**config.mk**
```make
export PLATFORM = sky130hd
export DESIGN_NAME = serial_register_write_slave
export DESIGN_NICKNAME = d
export VERILOG_FILES = /design/src/serial_write_pkg.sv /design/src/frame_buffer.sv /design/src/serial_register_write_slave.sv
export VERILOG_INCLUDE_DIRS = /design/src
export SDC_FILE = /design/constraint.sdc
export NUM_CORES = 2
export LEC_CHECK = 0
export BUFFER_PORTS_ARGS = -buffer_cell sky130_fd_sc_hd__buf_2
export CAP_MARGIN = 40
export CORE_MARGIN = 4
export CORE_UTILIZATION = 25
export CTS_CLUSTER_SIZE = 10
export DETAILED_ROUTE_END_ITERATION = 6
export SYNTH_ARGS = -nofsm -noshare
export SYNTH_HDL_FRONTEND = slang
export SYNTH_SLANG_ARGS = --single-unit
export TNS_END_PERCENT = 100
```
**constraint.sdc**
```tcl
create_clock -name core_clk -period 8.6 [get_ports core_clk]
set_input_delay 2.15 -clock core_clk [delete_from_list [all_inputs] [get_ports core_clk]]
set_output_delay 2.15 -clock core_clk [all_outputs]
set_load 0.01 [all_outputs]
```
**src/serial_write_cfg.svh**
```systemverilog
// Notes on behaviour
// - Function 10h writes consecutive registers from a 16-bit start address, upper byte first.
// - A 16-bit register count, upper byte first, sets exactly how many registers are written.
// - The byte count after the register count equals twice that count and sizes the data.
// - Each 16-bit value travels upper byte first, then lower byte.
// - A 32-bit data item spans two registers, upper half at the even address.
// - Every frame ends with CRC-16, lower byte first, over all preceding bytes.
// - A good function 06h write is answered by an exact echo of the query.
// - No reply begins before the frame gap and the reply wait setting have passed.
// - A start command reaches the motor within the frame gap plus 2 ms.
// - Stop or speed replies wait processing time, frame gap and reply wait setting.
// - Stop or speed actions reach the motor within processing time, frame gap and 2 ms.
// - Clearing run/hold with brake release still set ramps the motor down.
// - Clearing brake release stops the motor at once, with no ramp.
// - A rotation speed of zero decelerates the motor even while run/hold is on.
// - With immediate update selected a new speed acts on the running motor at once.
// - Remote input writes act identically at the direct and the indirect address.
// - Remote bits 0-2 select data, bit3 run, bit4 brake, bit5 direction, bit7 clear.
`ifndef SERIAL_WRITE_CFG_SVH
`define SERIAL_WRITE_CFG_SVH

// Register map of the bus slave, byte addresses.
`define REG_CTRL 8'h00
`define REG_TIMING 8'h04
`define REG_STATUS 8'h08
`define REG_SPEED 8'h0C

// Reset values: slave address 1 with immediate update, 1144-cycle character, no reply wait.
`define CTRL_RESET 32'h0000_0101
`define TIMING_RESET 32'h0000_0478
`define CTRL_IMM_BIT 8

// Function codes.
`define FC_WRITE_ONE 8'h06
`define FC_WRITE_MANY 8'h10

// Holding register addresses.
`define ADDR_OPDATA_BASE 16'h1340
`define ADDR_REMOTE_DIRECT_HI 16'h007C
`define ADDR_REMOTE_DIRECT_LO 16'h007D
`define OPDATA_ITEMS 5
`define ITEM_SPEED 0
`define ITEM_TORQUE 1
`define ITEM_ACCEL 2
`define ITEM_DECEL 3
`define ITEM_REMOTE 4

// Default remote input bit functions.
`define BIT_SEL_LSB 0
`define BIT_RUN 3
`define BIT_BRAKE 4
`define BIT_DIR 5
`define BIT_CLEAR 7

// Frame checking.
`define CRC_INIT 16'hFFFF
`define CRC_POLY 16'hA001
`define FRAME_MAX 9'h100
`define ONE_WRITE_LEN 9'h008
`define MANY_OVERHEAD 9'h009
`define MANY_DATA_START 8'h07
`define REPLY_LAST 3'h7
`define REPLY_CRC_FIRST 3'h6

// Timing.
`define CLK_PERIOD_NS 10
`define MS_TIME_NS 1000000
`define MS_CYCLES (`MS_TIME_NS / `CLK_PERIOD_NS)

`endif

```
**src/serial_write_pkg.sv**
```systemverilog
package serial_write_pkg;

    // Frame handler states, one-hot.
    typedef enum logic [5:0] {
        ST_RX = 6'b000001,
        ST_PARSE = 6'b000010,
        ST_WAIT = 6'b000100,
        ST_SEND_RD = 6'b001000,
        ST_SEND_LD = 6'b010000,
        ST_SEND_HS = 6'b100000
    } frame_state_type;

    // One byte of the serial link with its qualifier.
    typedef struct packed {
        logic valid;
        logic [7:0] data;
    } byte_stream_type;

    // Command set presented to the motor drive.
    typedef struct packed {
        logic run;
        logic brakeStop;
        logic direction;
        logic [2:0] dataSelect;
        logic faultClear;
        logic [31:0] speed;
        logic [31:0] torqueLimit;
        logic [31:0] accelTime;
        logic [31:0] decelTime;
    } motor_cmd_type;

endpackage : serial_write_pkg

```
**src/frame_buffer.sv**
```systemverilog
`timescale 1ns/1ns
`default_nettype none
module frame_buffer (
    // Clock.
    input wire logic clk,
    // Write port.
    input wire logic writeEn,
    input wire logic [7:0] writeAddr,
    input wire logic [7:0] writeData,
    // Read port, data one cycle after the address.
    input wire logic [7:0] readAddr,
    output logic [7:0] readData_r
);

    logic [7:0] mem [0:255];

    // The array has no reset, so read data are only trusted where written first.
    always_ff @(posedge clk) begin
        if (writeEn) begin
            mem[writeAddr] <= writeData;
        end
        readData_r <= mem[readAddr];
    end

endmodule : frame_buffer
`default_nettype wire

```
**src/serial_register_write_slave.sv**
```systemverilog
`timescale 1ns/1ns
`default_nettype none
`include "serial_write_cfg.svh"
module serial_register_write_slave #(
    parameter int MS_CYCLES = `MS_CYCLES
) (
    // Clock and reset.
    input wire logic core_clk,
    input wire logic reset_n,
    // AHB-Lite slave.
    input wire logic hsel,
    input wire logic [31:0] haddr,
    input wire logic [1:0] htrans,
    input wire logic hwrite,
    input wire logic [2:0] hsize,
    input wire logic [31:0] hwdata,
    input wire logic hready,
    output logic hreadyout,
    output logic hresp,
    output logic [31:0] hrdata,
    // Serial byte link.
    input wire serial_write_pkg::byte_stream_type rxIn,
    output serial_write_pkg::byte_stream_type txOut,
    input wire logic txReady,
    // Motor command.
    output serial_write_pkg::motor_cmd_type motorCmd
);
    import serial_write_pkg::*;

    frame_state_type state_r;
    logic [31:0] ctrl_r, timing_r;
    logic ahbWrPend_r;
    logic [7:0] ahbAddr_r;
    logic [8:0] rxCount_r;
    logic [15:0] rxCrc_r, txCrc_r;
    logic [18:0] idleCnt_r, gapCycles;
    logic overflow_r, frameEnd, accept, lenOk;
    logic [7:0] hdrAddr_r, hdrFc_r, hdrBytes_r, hiByte_r;
    logic [15:0] hdrStart_r, hdrCount_r, wordIdx_r, waitCnt_r;
    logic [7:0] rdAddr_r, rdData, rdLeft_r;
    logic rdVal_r, byteSel_r;
    logic [2:0] txIdx_r;
    logic [31:0] msCnt_r;
    logic msTick;
    logic regWe;
    logic [15:0] regAddr, regData;
    logic [31:0] opData_r [0:`OPDATA_ITEMS-1];
    logic [31:0] appliedSpeed_r;
    logic prevRun_r, prevClear_r;
    logic [31:0] hrdata_r;
    byte_stream_type txOut_r;
    motor_cmd_type motorCmd_r;

    // Byte-wise reflected CRC-16; a frame whose trailer is correct leaves zero.
    function automatic logic [15:0] crcByte(input logic [15:0] crc, input logic [7:0] b);
        logic [15:0] c;
        c = crc ^ {8'h00, b};
        for (int i = 0; i < 8; i++) begin
            c = c[0] ? ((c >> 1) ^ `CRC_POLY) : (c >> 1);
        end
        return c;
    endfunction : crcByte

    // Address phase is registered; the slave never inserts wait states.
    always_ff @(posedge core_clk or negedge reset_n) begin
        if (!reset_n) begin
            ahbWrPend_r <= 1'b0;
            ahbAddr_r <= 8'h00;
            hreadyout <= 1'b0;
            hresp <= 1'b0;
        end else begin
            hreadyout <= 1'b1;
            hresp <= 1'b0;
            ahbWrPend_r <= hsel && hready && htrans[1] && hwrite && (hsize == 3'h2);
            if (hsel && hready && htrans[1]) begin
                ahbAddr_r <= haddr[7:0];
            end
        end
    end

    // Writes land in the data phase; unmapped or read-only offsets ignore them.
    always_ff @(posedge core_clk or negedge reset_n) begin
        if (!reset_n) begin
            ctrl_r <= `CTRL_RESET;
            timing_r <= `TIMING_RESET;
        end else if (ahbWrPend_r) begin
            if (ahbAddr_r == `REG_CTRL) begin
                ctrl_r <= {23'h00_0000, hwdata[8:0]};
            end else if (ahbAddr_r == `REG_TIMING) begin
                timing_r <= hwdata;
            end
        end
    end

    // Read data are prepared in the address phase so they stand through the data phase.
    always_ff @(posedge core_clk or negedge reset_n) begin
        if (!reset_n) begin
            hrdata_r <= 32'h0000_0000;
        end else if (hsel && hready && htrans[1] && !hwrite) begin
            if (haddr[7:0] == `REG_CTRL) begin
                hrdata_r <= ctrl_r;
            end else if (haddr[7:0] == `REG_TIMING) begin
                hrdata_r <= timing_r;
            end else if (haddr[7:0] == `REG_STATUS) begin
                hrdata_r <= {19'h0_0000, state_r, 1'b0, motorCmd_r.dataSelect,
                    motorCmd_r.direction, motorCmd_r.brakeStop, motorCmd_r.run};
            end else if (haddr[7:0] == `REG_SPEED) begin
                hrdata_r <= appliedSpeed_r;
            end else begin
                hrdata_r <= 32'h0000_0000;
            end
        end
    end
    assign hrdata = hrdata_r;

    // Gap of 3.5 characters, rounded up, from the programmed character time.
    assign gapCycles = 19'((19'(timing_r[15:0]) * 19'h0_0007 + 19'h0_0001) >> 1);
    assign frameEnd = (state_r == ST_RX) && (rxCount_r != 9'h000) && !rxIn.valid
        && (idleCnt_r >= gapCycles);

    // Length check for both write kinds; count and byte-count consistency for multiple writes only.
    assign lenOk = (hdrFc_r == `FC_WRITE_ONE) ? (rxCount_r == `ONE_WRITE_LEN)
        : (hdrFc_r == `FC_WRITE_MANY) && (hdrCount_r != 16'h0000) && !hdrCount_r[15]
        && ({8'h00, hdrBytes_r} == {hdrCount_r[14:0], 1'b0})
        && (rxCount_r == {1'b0, hdrBytes_r} + `MANY_OVERHEAD);
    assign accept = (hdrAddr_r == ctrl_r[7:0]) && (rxCrc_r == 16'h0000) && !overflow_r
        && lenOk;

    // Silence counter; saturates so a long idle link never wraps into a false frame.
    always_ff @(posedge core_clk or negedge reset_n) begin
        if (!reset_n) begin
            idleCnt_r <= 19'h0_0000;
        end else if (rxIn.valid) begin
            idleCnt_r <= 19'h0_0000;
        end else if (idleCnt_r != 19'h7_FFFF) begin
            idleCnt_r <= idleCnt_r + 19'h0_0001;
        end
    end

    // Reception: bytes go to the buffer, CRC runs, header fields are captured in place.
    always_ff @(posedge core_clk or negedge reset_n) begin
        if (!reset_n) begin
            rxCount_r <= 9'h000;
            rxCrc_r <= `CRC_INIT;
            overflow_r <= 1'b0;
            hdrAddr_r <= 8'h00;
            hdrFc_r <= 8'h00;
            hdrStart_r <= 16'h0000;
            hdrCount_r <= 16'h0000;
            hdrBytes_r <= 8'h00;
        end else if (state_r != ST_RX || frameEnd) begin
            rxCount_r <= 9'h000;
            rxCrc_r <= `CRC_INIT;
            overflow_r <= 1'b0;
        end else if (rxIn.valid) begin
            if (rxCount_r == `FRAME_MAX) begin
                overflow_r <= 1'b1;
            end else begin
                rxCount_r <= rxCount_r + 9'h001;
                rxCrc_r <= crcByte(rxCrc_r, rxIn.data);
            end
            // Sixteen-bit fields arrive upper byte first.
            case (rxCount_r)
                9'h000: hdrAddr_r <= rxIn.data;
                9'h001: hdrFc_r <= rxIn.data;
                9'h002: hdrStart_r[15:8] <= rxIn.data;
                9'h003: hdrStart_r[7:0] <= rxIn.data;
                9'h004: hdrCount_r[15:8] <= rxIn.data;
                9'h005: hdrCount_r[7:0] <= rxIn.data;
                9'h006: hdrBytes_r <= rxIn.data;
                default: ;
            endcase
        end
    end

    frame_buffer buffer (
        .clk(core_clk),
        .writeEn(state_r == ST_RX && rxIn.valid && rxCount_r != `FRAME_MAX),
        .writeAddr(rxCount_r[7:0]),
        .writeData(rxIn.data),
        .readAddr(rdAddr_r),
        .readData_r(rdData)
    );

    // Millisecond enable, restarted on entry to the wait so each wait is whole.
    assign msTick = (msCnt_r == 32'(MS_CYCLES - 1));
    always_ff @(posedge core_clk or negedge reset_n) begin
        if (!reset_n) begin
            msCnt_r <= 32'h0000_0000;
        end else if (state_r != ST_WAIT || msTick) begin
            msCnt_r <= 32'h0000_0000;
        end else begin
            msCnt_r <= msCnt_r + 32'h0000_0001;
        end
    end

    // One register write port; single writes apply at frame end, multiple during replay.
    always_comb begin
        regWe = 1'b0;
        regAddr = hdrStart_r;
        regData = hdrCount_r;
        if (frameEnd && accept && hdrFc_r == `FC_WRITE_ONE) begin
            regWe = 1'b1;
        end else if (state_r == ST_PARSE && rdVal_r && byteSel_r) begin
            regWe = 1'b1;
            regAddr = hdrStart_r + wordIdx_r;
            regData = {hiByte_r, rdData};
        end
    end

    // Frame sequencing: check, replay data, wait, then send the reply.
    always_ff @(posedge core_clk or negedge reset_n) begin
        if (!reset_n) begin
            state_r <= ST_RX;
            rdAddr_r <= 8'h00;
            rdLeft_r <= 8'h00;
            rdVal_r <= 1'b0;
            byteSel_r <= 1'b0;
            hiByte_r <= 8'h00;
            wordIdx_r <= 16'h0000;
            waitCnt_r <= 16'h0000;
            txIdx_r <= 3'h0;
            txCrc_r <= `CRC_INIT;
            txOut_r <= '0;
        end else begin
            case (state_r)
                ST_RX: begin
                    // The gap has already passed here; the reply wait is added next.
                    if (frameEnd && accept) begin
                        waitCnt_r <= timing_r[31:16];
                        rdAddr_r <= `MANY_DATA_START;
                        rdLeft_r <= hdrBytes_r;
                        wordIdx_r <= 16'h0000;
                        byteSel_r <= 1'b0;
                        state_r <= (hdrFc_r == `FC_WRITE_MANY) ? ST_PARSE : ST_WAIT;
                    end
                end
                ST_PARSE: begin
                    // Exactly the counted bytes are replayed, paired upper then lower.
                    rdVal_r <= (rdLeft_r != 8'h00);
                    if (rdLeft_r != 8'h00) begin
                        rdAddr_r <= rdAddr_r + 8'h01;
                        rdLeft_r <= rdLeft_r - 8'h01;
                    end
                    if (rdVal_r) begin
                        byteSel_r <= !byteSel_r;
                        if (!byteSel_r) begin
                            hiByte_r <= rdData;
                        end else begin
                            wordIdx_r <= wordIdx_r + 16'h0001;
                        end
                    end
                    if (rdLeft_r == 8'h00 && !rdVal_r) begin
                        state_r <= ST_WAIT;
                    end
                end
                ST_WAIT: begin
                    if (waitCnt_r == 16'h0000) begin
                        rdAddr_r <= 8'h00;
                        txIdx_r <= 3'h0;
                        txCrc_r <= `CRC_INIT;
                        state_r <= ST_SEND_RD;
                    end else if (msTick) begin
                        waitCnt_r <= waitCnt_r - 16'h0001;
                    end
                end
                ST_SEND_RD: begin
                    state_r <= ST_SEND_LD;
                end
                ST_SEND_LD: begin
                    // Single writes echo all eight stored bytes; multiple writes get fresh CRC.
                    txOut_r.valid <= 1'b1;
                    if (hdrFc_r == `FC_WRITE_MANY && txIdx_r == `REPLY_CRC_FIRST) begin
                        txOut_r.data <= txCrc_r[7:0];
                    end else if (hdrFc_r == `FC_WRITE_MANY && txIdx_r == `REPLY_LAST) begin
                        txOut_r.data <= txCrc_r[15:8];
                    end else begin
                        txOut_r.data <= rdData;
                    end
                    state_r <= ST_SEND_HS;
                end
                ST_SEND_HS: begin
                    if (txReady) begin
                        txOut_r.valid <= 1'b0;
                        // The trailer covers the six header bytes only, never its own low byte.
                        if (txIdx_r < `REPLY_CRC_FIRST) begin
                            txCrc_r <= crcByte(txCrc_r, txOut_r.data);
                        end
                        txIdx_r <= txIdx_r + 3'h1;
                        rdAddr_r <= {5'h00, txIdx_r + 3'h1};
                        state_r <= (txIdx_r == `REPLY_LAST) ? ST_RX : ST_SEND_RD;
                    end
                end
                default: state_r <= ST_RX;
            endcase
        end
    end
    assign txOut = txOut_r;

    // Holding registers: one 32-bit item per pair, upper half at the even address.
    for (genvar i = 0; i < `OPDATA_ITEMS; i++) begin : gItem
        localparam logic [15:0] HI_ADDR = `ADDR_OPDATA_BASE + 16'(2 * i);
        localparam logic [15:0] LO_ADDR = HI_ADDR + 16'h0001;
        localparam bit IS_REMOTE = (i == `ITEM_REMOTE);
        always_ff @(posedge core_clk or negedge reset_n) begin
            if (!reset_n) begin
                opData_r[i] <= 32'h0000_0000;
            end else if (regWe) begin
                // Remote input also answers at its direct address, with identical effect.
                if (regAddr == HI_ADDR || (IS_REMOTE && regAddr == `ADDR_REMOTE_DIRECT_HI)) begin
                    opData_r[i][31:16] <= regData;
                end else if (regAddr == LO_ADDR
                    || (IS_REMOTE && regAddr == `ADDR_REMOTE_DIRECT_LO)) begin
                    opData_r[i][15:0] <= regData;
                end
            end
        end
    end

    // Speed takes effect at once when immediate, else when run/hold next turns on.
    always_ff @(posedge core_clk or negedge reset_n) begin
        if (!reset_n) begin
            appliedSpeed_r <= 32'h0000_0000;
            prevRun_r <= 1'b0;
            prevClear_r <= 1'b0;
        end else begin
            prevRun_r <= opData_r[`ITEM_REMOTE][`BIT_RUN];
            prevClear_r <= opData_r[`ITEM_REMOTE][`BIT_CLEAR];
            if (ctrl_r[`CTRL_IMM_BIT] || (opData_r[`ITEM_REMOTE][`BIT_RUN] && !prevRun_r)) begin
                appliedSpeed_r <= opData_r[`ITEM_SPEED];
            end
        end
    end

    // Drive outputs follow register writes within three cycles (speed only when immediate, run via the applied speed), far inside 2 ms.
    always_ff @(posedge core_clk or negedge reset_n) begin
        if (!reset_n) begin
            motorCmd_r <= '0;
        end else begin
            // Run needs run/hold, brake release and non-zero speed; losing any but brake ramps.
            motorCmd_r.run <= opData_r[`ITEM_REMOTE][`BIT_RUN]
                && opData_r[`ITEM_REMOTE][`BIT_BRAKE]
                && (appliedSpeed_r != 32'h0000_0000);
            motorCmd_r.brakeStop <= !opData_r[`ITEM_REMOTE][`BIT_BRAKE];
            motorCmd_r.direction <= opData_r[`ITEM_REMOTE][`BIT_DIR];
            motorCmd_r.dataSelect <= opData_r[`ITEM_REMOTE][`BIT_SEL_LSB +: 3];
            motorCmd_r.faultClear <= opData_r[`ITEM_REMOTE][`BIT_CLEAR] && !prevClear_r;
            motorCmd_r.speed <= appliedSpeed_r;
            motorCmd_r.torqueLimit <= opData_r[`ITEM_TORQUE];
            motorCmd_r.accelTime <= opData_r[`ITEM_ACCEL];
            motorCmd_r.decelTime <= opData_r[`ITEM_DECEL];
        end
    end
    assign motorCmd = motorCmd_r;
endmodule : serial_register_write_slave
`default_nettype wire

```
Word-level counts from Yosys, hierarchy flattened
Memories as Yosys holds them, arrays and structs flattened. A register that Yosys moved wholly into a read port is not among the register bits.
Cells that the tools add are included.
{ "classes": {"n_mux": 78, "eq_ne": 54, "mul": 1, "n_addsub": 11, "bitwise": 26, "reduce_logical": 90, "magnitude_cmp": 2} }
{ "op_table": {"columns": ["op", "n"], "rows": [
  ["16-bit 2-to-1 mux", 32],
  ["16-bit by 13-bit equality test with 1-bit output, second input constant", 10],
  ["32-bit 2-to-1 mux", 5],
  ["16-bit case mux with 2 select lines", 3],
  ["8-bit 2-to-1 mux", 8],
  ["3-bit AND reduction", 17],
  ["2-bit inverter with 3-bit output", 16],
  ["19-bit by 1-bit adder with 19-bit output, second input constant", 2],
  ["19-bit 2-to-1 mux", 2],
  ["6-bit case mux with 6 select lines", 1],
  ["32-bit by 1-bit adder with 32-bit output, second input constant", 1],
  ["16-bit by 7-bit equality test with 1-bit output, second input constant", 2],
  ["32-bit by 17-bit equality test with 1-bit output, second input constant", 1],
  ["16-bit logical NOT", 2],
  ["8-bit case mux with 4 select lines", 1],
  ["32-bit nonzero test", 1],
  ["16-bit by 8-bit bitwise XOR with 16-bit output", 2],
  ["1-bit logical AND", 28],
  ["9-bit by 3-bit equality test with 1-bit output, second input constant", 3],
  ["9-bit 2-to-1 mux", 3],
  ["8-bit by 3-bit equality test with 1-bit output, second input constant", 3],
  ["8-bit logical NOT", 3],
  ["6-bit 2-to-1 mux", 4],
  ["19-bit by 18-bit greater-or-equal comparator with 1-bit output", 1],
  ["51 further kinds", 111]
]} }
{ "totals": {"ramBits": 2048, "ff_bits": 613, "word_cells": 314, "input_bits": 84, "n_memories": 1, "output_inout_bits": 178} }
{ "mem_list": {"columns": ["memory", "words", "word_bits", "rd", "rd_ports_with_merged_regs", "wr", "line", "rtl"], "rows": [
  ["buffer.mem", 256, 8, 1, 1, 1, "frame_buffer.sv:15", "logic [7:0] mem [0:255];"]
]} }

Logic depth before layout (Yosys ltp)
{ "depth": {"word_depth": 20, "depth_mapped": 23, "depth_no_buf": 22} }

Cells and area by module
A second synthesis with hierarchy kept.
{ "unflattened": {"cells_unflattened": 6064, "hier_area_um2": 107179.0} }
{ "modules_own_cells": {"columns": ["mod", "cells_each", "instances", "seq_area_each_um2", "area_per_inst_um2"], "rows": [
  ["frame_buffer", 3733, 1, 61659.1, 79556.3],
  ["serial_register_write_slave", 2331, 1, 15364.7, 27622.7]
]} }

Worst setup path after synthesis
No wires, ideal clock.
{ "synth_path": {"kind": "reg2reg", "start": "register timing_r[0]", "end": "register opData_r[85] (netlist name)", "arrival_ns": 5.361, "stages_incl_launch_ff": 22, "required_ns": 8.475, "setup_time_ns": 0.125, "path_slack_ns": 3.114, "path_buffers": 1, "synth_period_minus_slack_ns": 5.486, "cell_sequence": "dfrtp_1 -> fa_1 -> ha_1 -> a21o_1 -> a21o_1 -> a21oi_1 -> o21ai_0 -> a21oi_1 -> o21bai_1 -> o211a_1 -> or4_1 -> a21oi_1 -> ha_1 -> a2111oi_0 -> o221ai_1 -> a31oi_1 -> nor4_2 -> a21oi_2 -> a31oi_1 -> nand3_1 -> buf_2 -> mux2_2"} }
{ "synth_via": {"elab_chain_len": 9, "elab_cells_between_ends": 11, "cone_classes": "add/sub: 1; mul: 1; order compare: 1; eq/ne: 1; mux: 3; reduce/logical: 4"} }
{ "synth_rtl": {"columns": ["element", "line", "rtl"], "rows": [
  ["start, declared", "serial_register_write_slave.sv:31", "logic [31:0] ctrl_r, timing_r;"],
  ["start signal, assigned", "serial_register_write_slave.sv:85", "timing_r <= `TIMING_RESET;"],
  ["start signal, assigned", "serial_register_write_slave.sv:90", "timing_r <= hwdata;"],
  ["16-bit by 3-bit multiplier with 19-bit output (*)", "serial_register_write_slave.sv:117", "assign gapCycles = 19'((19'(timing_r[15:0]) * 19'h0_0007 + 19'h0_0001) >> 1);"],
  ["19-bit by 1-bit adder with 19-bit output (*)", "serial_register_write_slave.sv:117", null],
  ["19-bit by 18-bit greater-or-equal comparator with 1-bit output (*)", "serial_register_write_slave.sv:119", "&& (idleCnt_r >= gapCycles);"],
  ["1-bit logical AND (*)", "serial_register_write_slave.sv:119", null],
  ["1-bit logical AND (*)", "serial_register_write_slave.sv:202", "if (frameEnd && accept && hdrFc_r == `FC_WRITE_ONE) begin"],
  ["1-bit logical AND (no source line) (*)", null, null],
  ["16-bit 2-to-1 mux", "serial_register_write_slave.sv:202", null],
  ["16-bit by 13-bit equality test with 1-bit output", "serial_register_write_slave.sv:310", "if (regAddr == HI_ADDR || (IS_REMOTE && regAddr == `ADDR_REMOTE_DIRECT_HI)) begin"],
  ["2-bit AND reduction (no source line)", null, null],
  ["end signal, assigned by index", "serial_register_write_slave.sv:311", "opData_r[i][31:16] <= regData;"],
  ["end signal, assigned by index", "serial_register_write_slave.sv:314", "opData_r[i][15:0] <= regData;"],
  ["end, declared", "serial_register_write_slave.sv:47", "logic [31:0] opData_r [0:`OPDATA_ITEMS-1];"]
]} }
Every way passes the cells marked *; elsewhere a longest branch is shown, timed or not.
A chain may end at the register's enable or synchronous reset.

Worst setup path after layout
{ "layout_path": {"start": "register timing_r[0]", "end": "register opData_r[81] (netlist name)"} }
Same word-level chain as after synthesis.

==> flow_metrics.tcl <==
set metrics [dict create \
    status "finished clean" \
    clk_latency_ns 0.87 \
    hold_start "opData_r[118]$_DFFE_PN0P_" \
    htree_levels 5 \
    cts-root-buf "clkbuf_16" \
    combPwrFrac 0.094 \
    crit-reg2reg-capture "opData_r[81]$_DFFE_PN0P_" \
    dpl_worst_slack_ns 1.81 \
    cp-start-kind "register" \
    p_int_uw 21800 \
    netlist_area_sq_um 107000 \
    worstHoldPathType "register to register" \
    final_cell_mix "edfxtp_1, dfrtp_1, mux4_2" \
    cts-buffers-inserted 311 \
    seqPwrFrac 0.506 \
    synthArstFlopShare 0.229 \
    clock.fmax_mhz 148 \
    grt_pass1_vias 57407 \
    ys.flop_type "edfxtp_1" \
    layout_setup_ws_ns 1.86 \
    synth_top_cell_area_share 0.575 \
    seq_area_frac_synth 0.721 \
    worst_ep_arrival_time_ns 7.47 \
    synth_warnings 0 \
    netlist-cell-type-count 89 \
    required_ns 9.33 \
    critPathBufInv 1 \
    start_util 0.251 \
    fin_nets 6485 \
    die_w_microns 662 \
    wl_per_cell_microns 23.1 \
    worstHoldEndpoint "motorCmd[86]$_DFF_PN0_" \
    ctsResizeCount 0 \
    yosys.area_share.simple 0.0436 \
    finalSetupTns_ns 0 \
    skew_ns 0.0883 \
    rrSetupSlack_ns 1.86 \
    area_growth_pct 15.8 \
    maxSlewViolCount 0 \
    routed_via_density 4.75 \
    synth_fa_ha_area_frac 0.0109 \
    clk_pin_slew_worst_paths_ns 0.06 \
    synth-xor-area-share 0.0124 \
    maxSlewHeadroom 0.182 \
    hold_violations 0 \
    io_pins 262 \
    numPortBuffers 235 \
    wl_microns 279000 \
    fp.dieArea_sq_um 438000 \
    globalplace.congestion 0.816 \
    min_period_over_period 0.784 \
    grt_max_degree 203 \
    antenna_left 0 \
    worstSetupPathType "register to register" \
    post_cts_buffers 0 \
    final_common_cell "edfxtp_1" \
    rsz0062_at_grt "no" \
    clkPwrFrac 0.400 \
    cts.path.max_buffers 4 \
    cts_tree "built" \
    clock-sinks 2668 \
    ir_drop_mv 0.179 \
    setup_viol 0 \
    synth_area_leaders "edfxtp_1, dfrtp_1, mux4_2, mux2_2, mux2i_1" \
    grtUsageTotal 0.124 \
    drt_iter0_markers 6281 \
    dp_hpwl_microns 172000 \
    max_cap_violations 0 \
    worst_path_largest_cell_delay_ns 0.65 \
    postSynthAreaPerCell_sq_um 17.9 \
    synthMuxAreaShare 0.161 \
    cp_common_cell "a21oi_1" \
    worstMarginPinSlew_ns 1.23 \
    vias 57264 \
    fp.coreArea_sq_um 425000 \
    cts_hold_buf 0 \
    swShare 0.239 \
    synth_top_cell_by_area "edfxtp_1" \
    syn_inst 5975 \
    grt_pass1_wl_microns 407000 \
    drive_above_1_share 0.257 \
    globalRouteOverflowTotal 0 \
    rows 239 \
    ys_ff_latch 2668 \
    switching_power_uw 6860 \
    die_h_microns 662 \
    synth_edf_count 2048 \
    synth_compound_gate_area_share 0.0374 \
    drt_pass1_iterations 7 \
    drc 0 \
    synth_top_family_by_area "multiplexers" \
    timing.rr.start "timing_r[0]$_DFFE_PN0P_" \
    leakagePower_uw 0.0417 \
    holdPathStages 0 \
    endpoint_kind "register" \
    synth.net_count 6142 \
    r2r_cells 21 \
    cp_slowest_cell "a31oi_1" \
    cp_cell_sequence "fa_1 > ha_1 > a21o_1 > a21o_1 > a21oi_1 > o21ai_0 > a21oi_1 > o21bai_1 > o211a_1 > or4_1 > a21oi_1 > ha_1 > a2111oi_0 > o221ai_1 > a31oi_1 > nor4_2 > a21oi_2 > a31oi_1 > nand3_1 > buf_8 > mux2_2" \
    antenna_found_initial 18 \
    period_needed_ns 6.74 \
    worstPathMaxFanout 14 \
    p_per_area_nw_per_um2 232 \
    crit_family "compound AO/OA/AOI/OAI gates" \
]
## synthesized netlist by cell type, types with 65 or more instances
master / n
ha_1: 66
dfrtp_1: 572
buf_1: 65
o21ai_0: 159
mux2_2: 341
mux2i_1: 181
a21oi_1: 207
clkbuf_1: 207
xnor2_1: 84
edfxtp_1: 2048
mux4_2: 514
xor2_1: 67
nand2_1: 278
nor2_1: 443
nand3_1: 73
## cell families (layout without fill, tap and decap cells)
logic type	count (synthesis)	in the layout
buffers and inverters	363	771
AO/OA/AOI/OAI	645	645
XOR/XNOR	151	151
other	2	7
multiplexers	1036	1036
adder cells (fa/ha/maj)	83	83
AND/OR/NAND/NOR	1027	1027
flip-flops	2668	2668
## worst max path at each step
stage                                  from                  endpoint  slack, ns  cells after the start
floorplan           timing_r[0]$_DFFE_PN0P_  opData_r[85]$_DFFE_PN0P_       3.11                     21
global placement    timing_r[0]$_DFFE_PN0P_  opData_r[91]$_DFFE_PN0P_       1.57                     20
global route        timing_r[1]$_DFFE_PN0P_  opData_r[81]$_DFFE_PN0P_       1.44                     21
finish              timing_r[0]$_DFFE_PN0P_  opData_r[81]$_DFFE_PN0P_       1.86                     21
detailed placement  timing_r[0]$_DFFE_PN0P_  opData_r[81]$_DFFE_PN0P_       1.81                     21
CTS                 timing_r[1]$_DFFE_PN0P_  opData_r[81]$_DFFE_PN0P_       1.84                     21
## flip-flops by register name (all words and copies together), names as in the netlist, 9 cells and up
register and cells:
timing_r 32, idleCnt_r 19, hdrCount_r 16, appliedSpeed_r 32, txCrc_r 16, opData_r 135
hdrStart_r 16, waitCnt_r 16, msCnt_r 32, wordIdx_r 16, txOut 9, motorCmd 135
rxCount_r 9, ctrl_r 9, rxCrc_r 16, hrdata 32, buffer.mem 2048
## worst reg2reg max path, stage by stage (launching register included)
cell and delay (ns):
dfrtp_1 0.46, fa_1 0.55, ha_1 0.31, a21o_1 0.17, a21o_1 0.19, a21oi_1 0.20
o21ai_0 0.18, a21oi_1 0.28, o21bai_1 0.19, o211a_1 0.27, or4_1 0.41, a21oi_1 0.19
ha_1 0.26, a2111oi_0 0.51, o221ai_1 0.23, a31oi_1 0.65, nor4_2 0.25, a21oi_2 0.43
a31oi_1 0.08, nand3_1 0.27, buf_8 0.23, mux2_2 0.36
## routing by layer
metal	share of wire	GRT usage	vias up
li1	-	-	24159
met1	0.42	0.175	30225
met2	0.46	0.192	2480
met3	0.089	0.0265	400
met4	0.027	0.0347	0
met5	0	0	-
## cell type report
| type | instances | area [sq um] |
|---|---|---|
| diodes | 5 | 12.5 |
| clock buffers | 360 | 8150 |
| clock inverters | 18 | 214 |
| fillers | 41280 | 301000 |
| inverters | 40 | 150 |
| multi-input cells | 2944 | 28500 |
| flip-flops and latches | 2668 | 77000 |
| well taps | 5663 | 7090 |
| repair buffers | 353 | 2620 |
## power by group through the flow
| stage | Sequential [uW] | Clock, uW | Combinational [uW] |
|---|---|---|---|
| 5_1_grt | 14500 | 12200 | 2900 |
| 6_report | 14500 | 11500 | 2700 |
| 4_1_cts | 14500 | 11700 | 2700 |
| 2_1_floorplan | 14600 | 0 | 1620 |
| 3_5_place_dp | 14800 | 0 | 2690 |
| 3_3_place_gp | 14700 | 0 | 2620 |
## metrics by stage
stage	instance area, sq um	hold slack [ns]	cells	total power (uW)	util
4_1_cts	124000	0.365	12042	28900	0.291
3_3_place_gp	115000	0.357	11634	17400	0.270
3_5_place_dp	115000	0.359	11664	17400	0.271
2_1_floorplan	107000	0.349	5975	16200	-
6_report	124000	0.359	12051	28700	0.291
5_1_grt	124000	0.377	12047	29700	0.291
(Power assumes the default switching activity.)
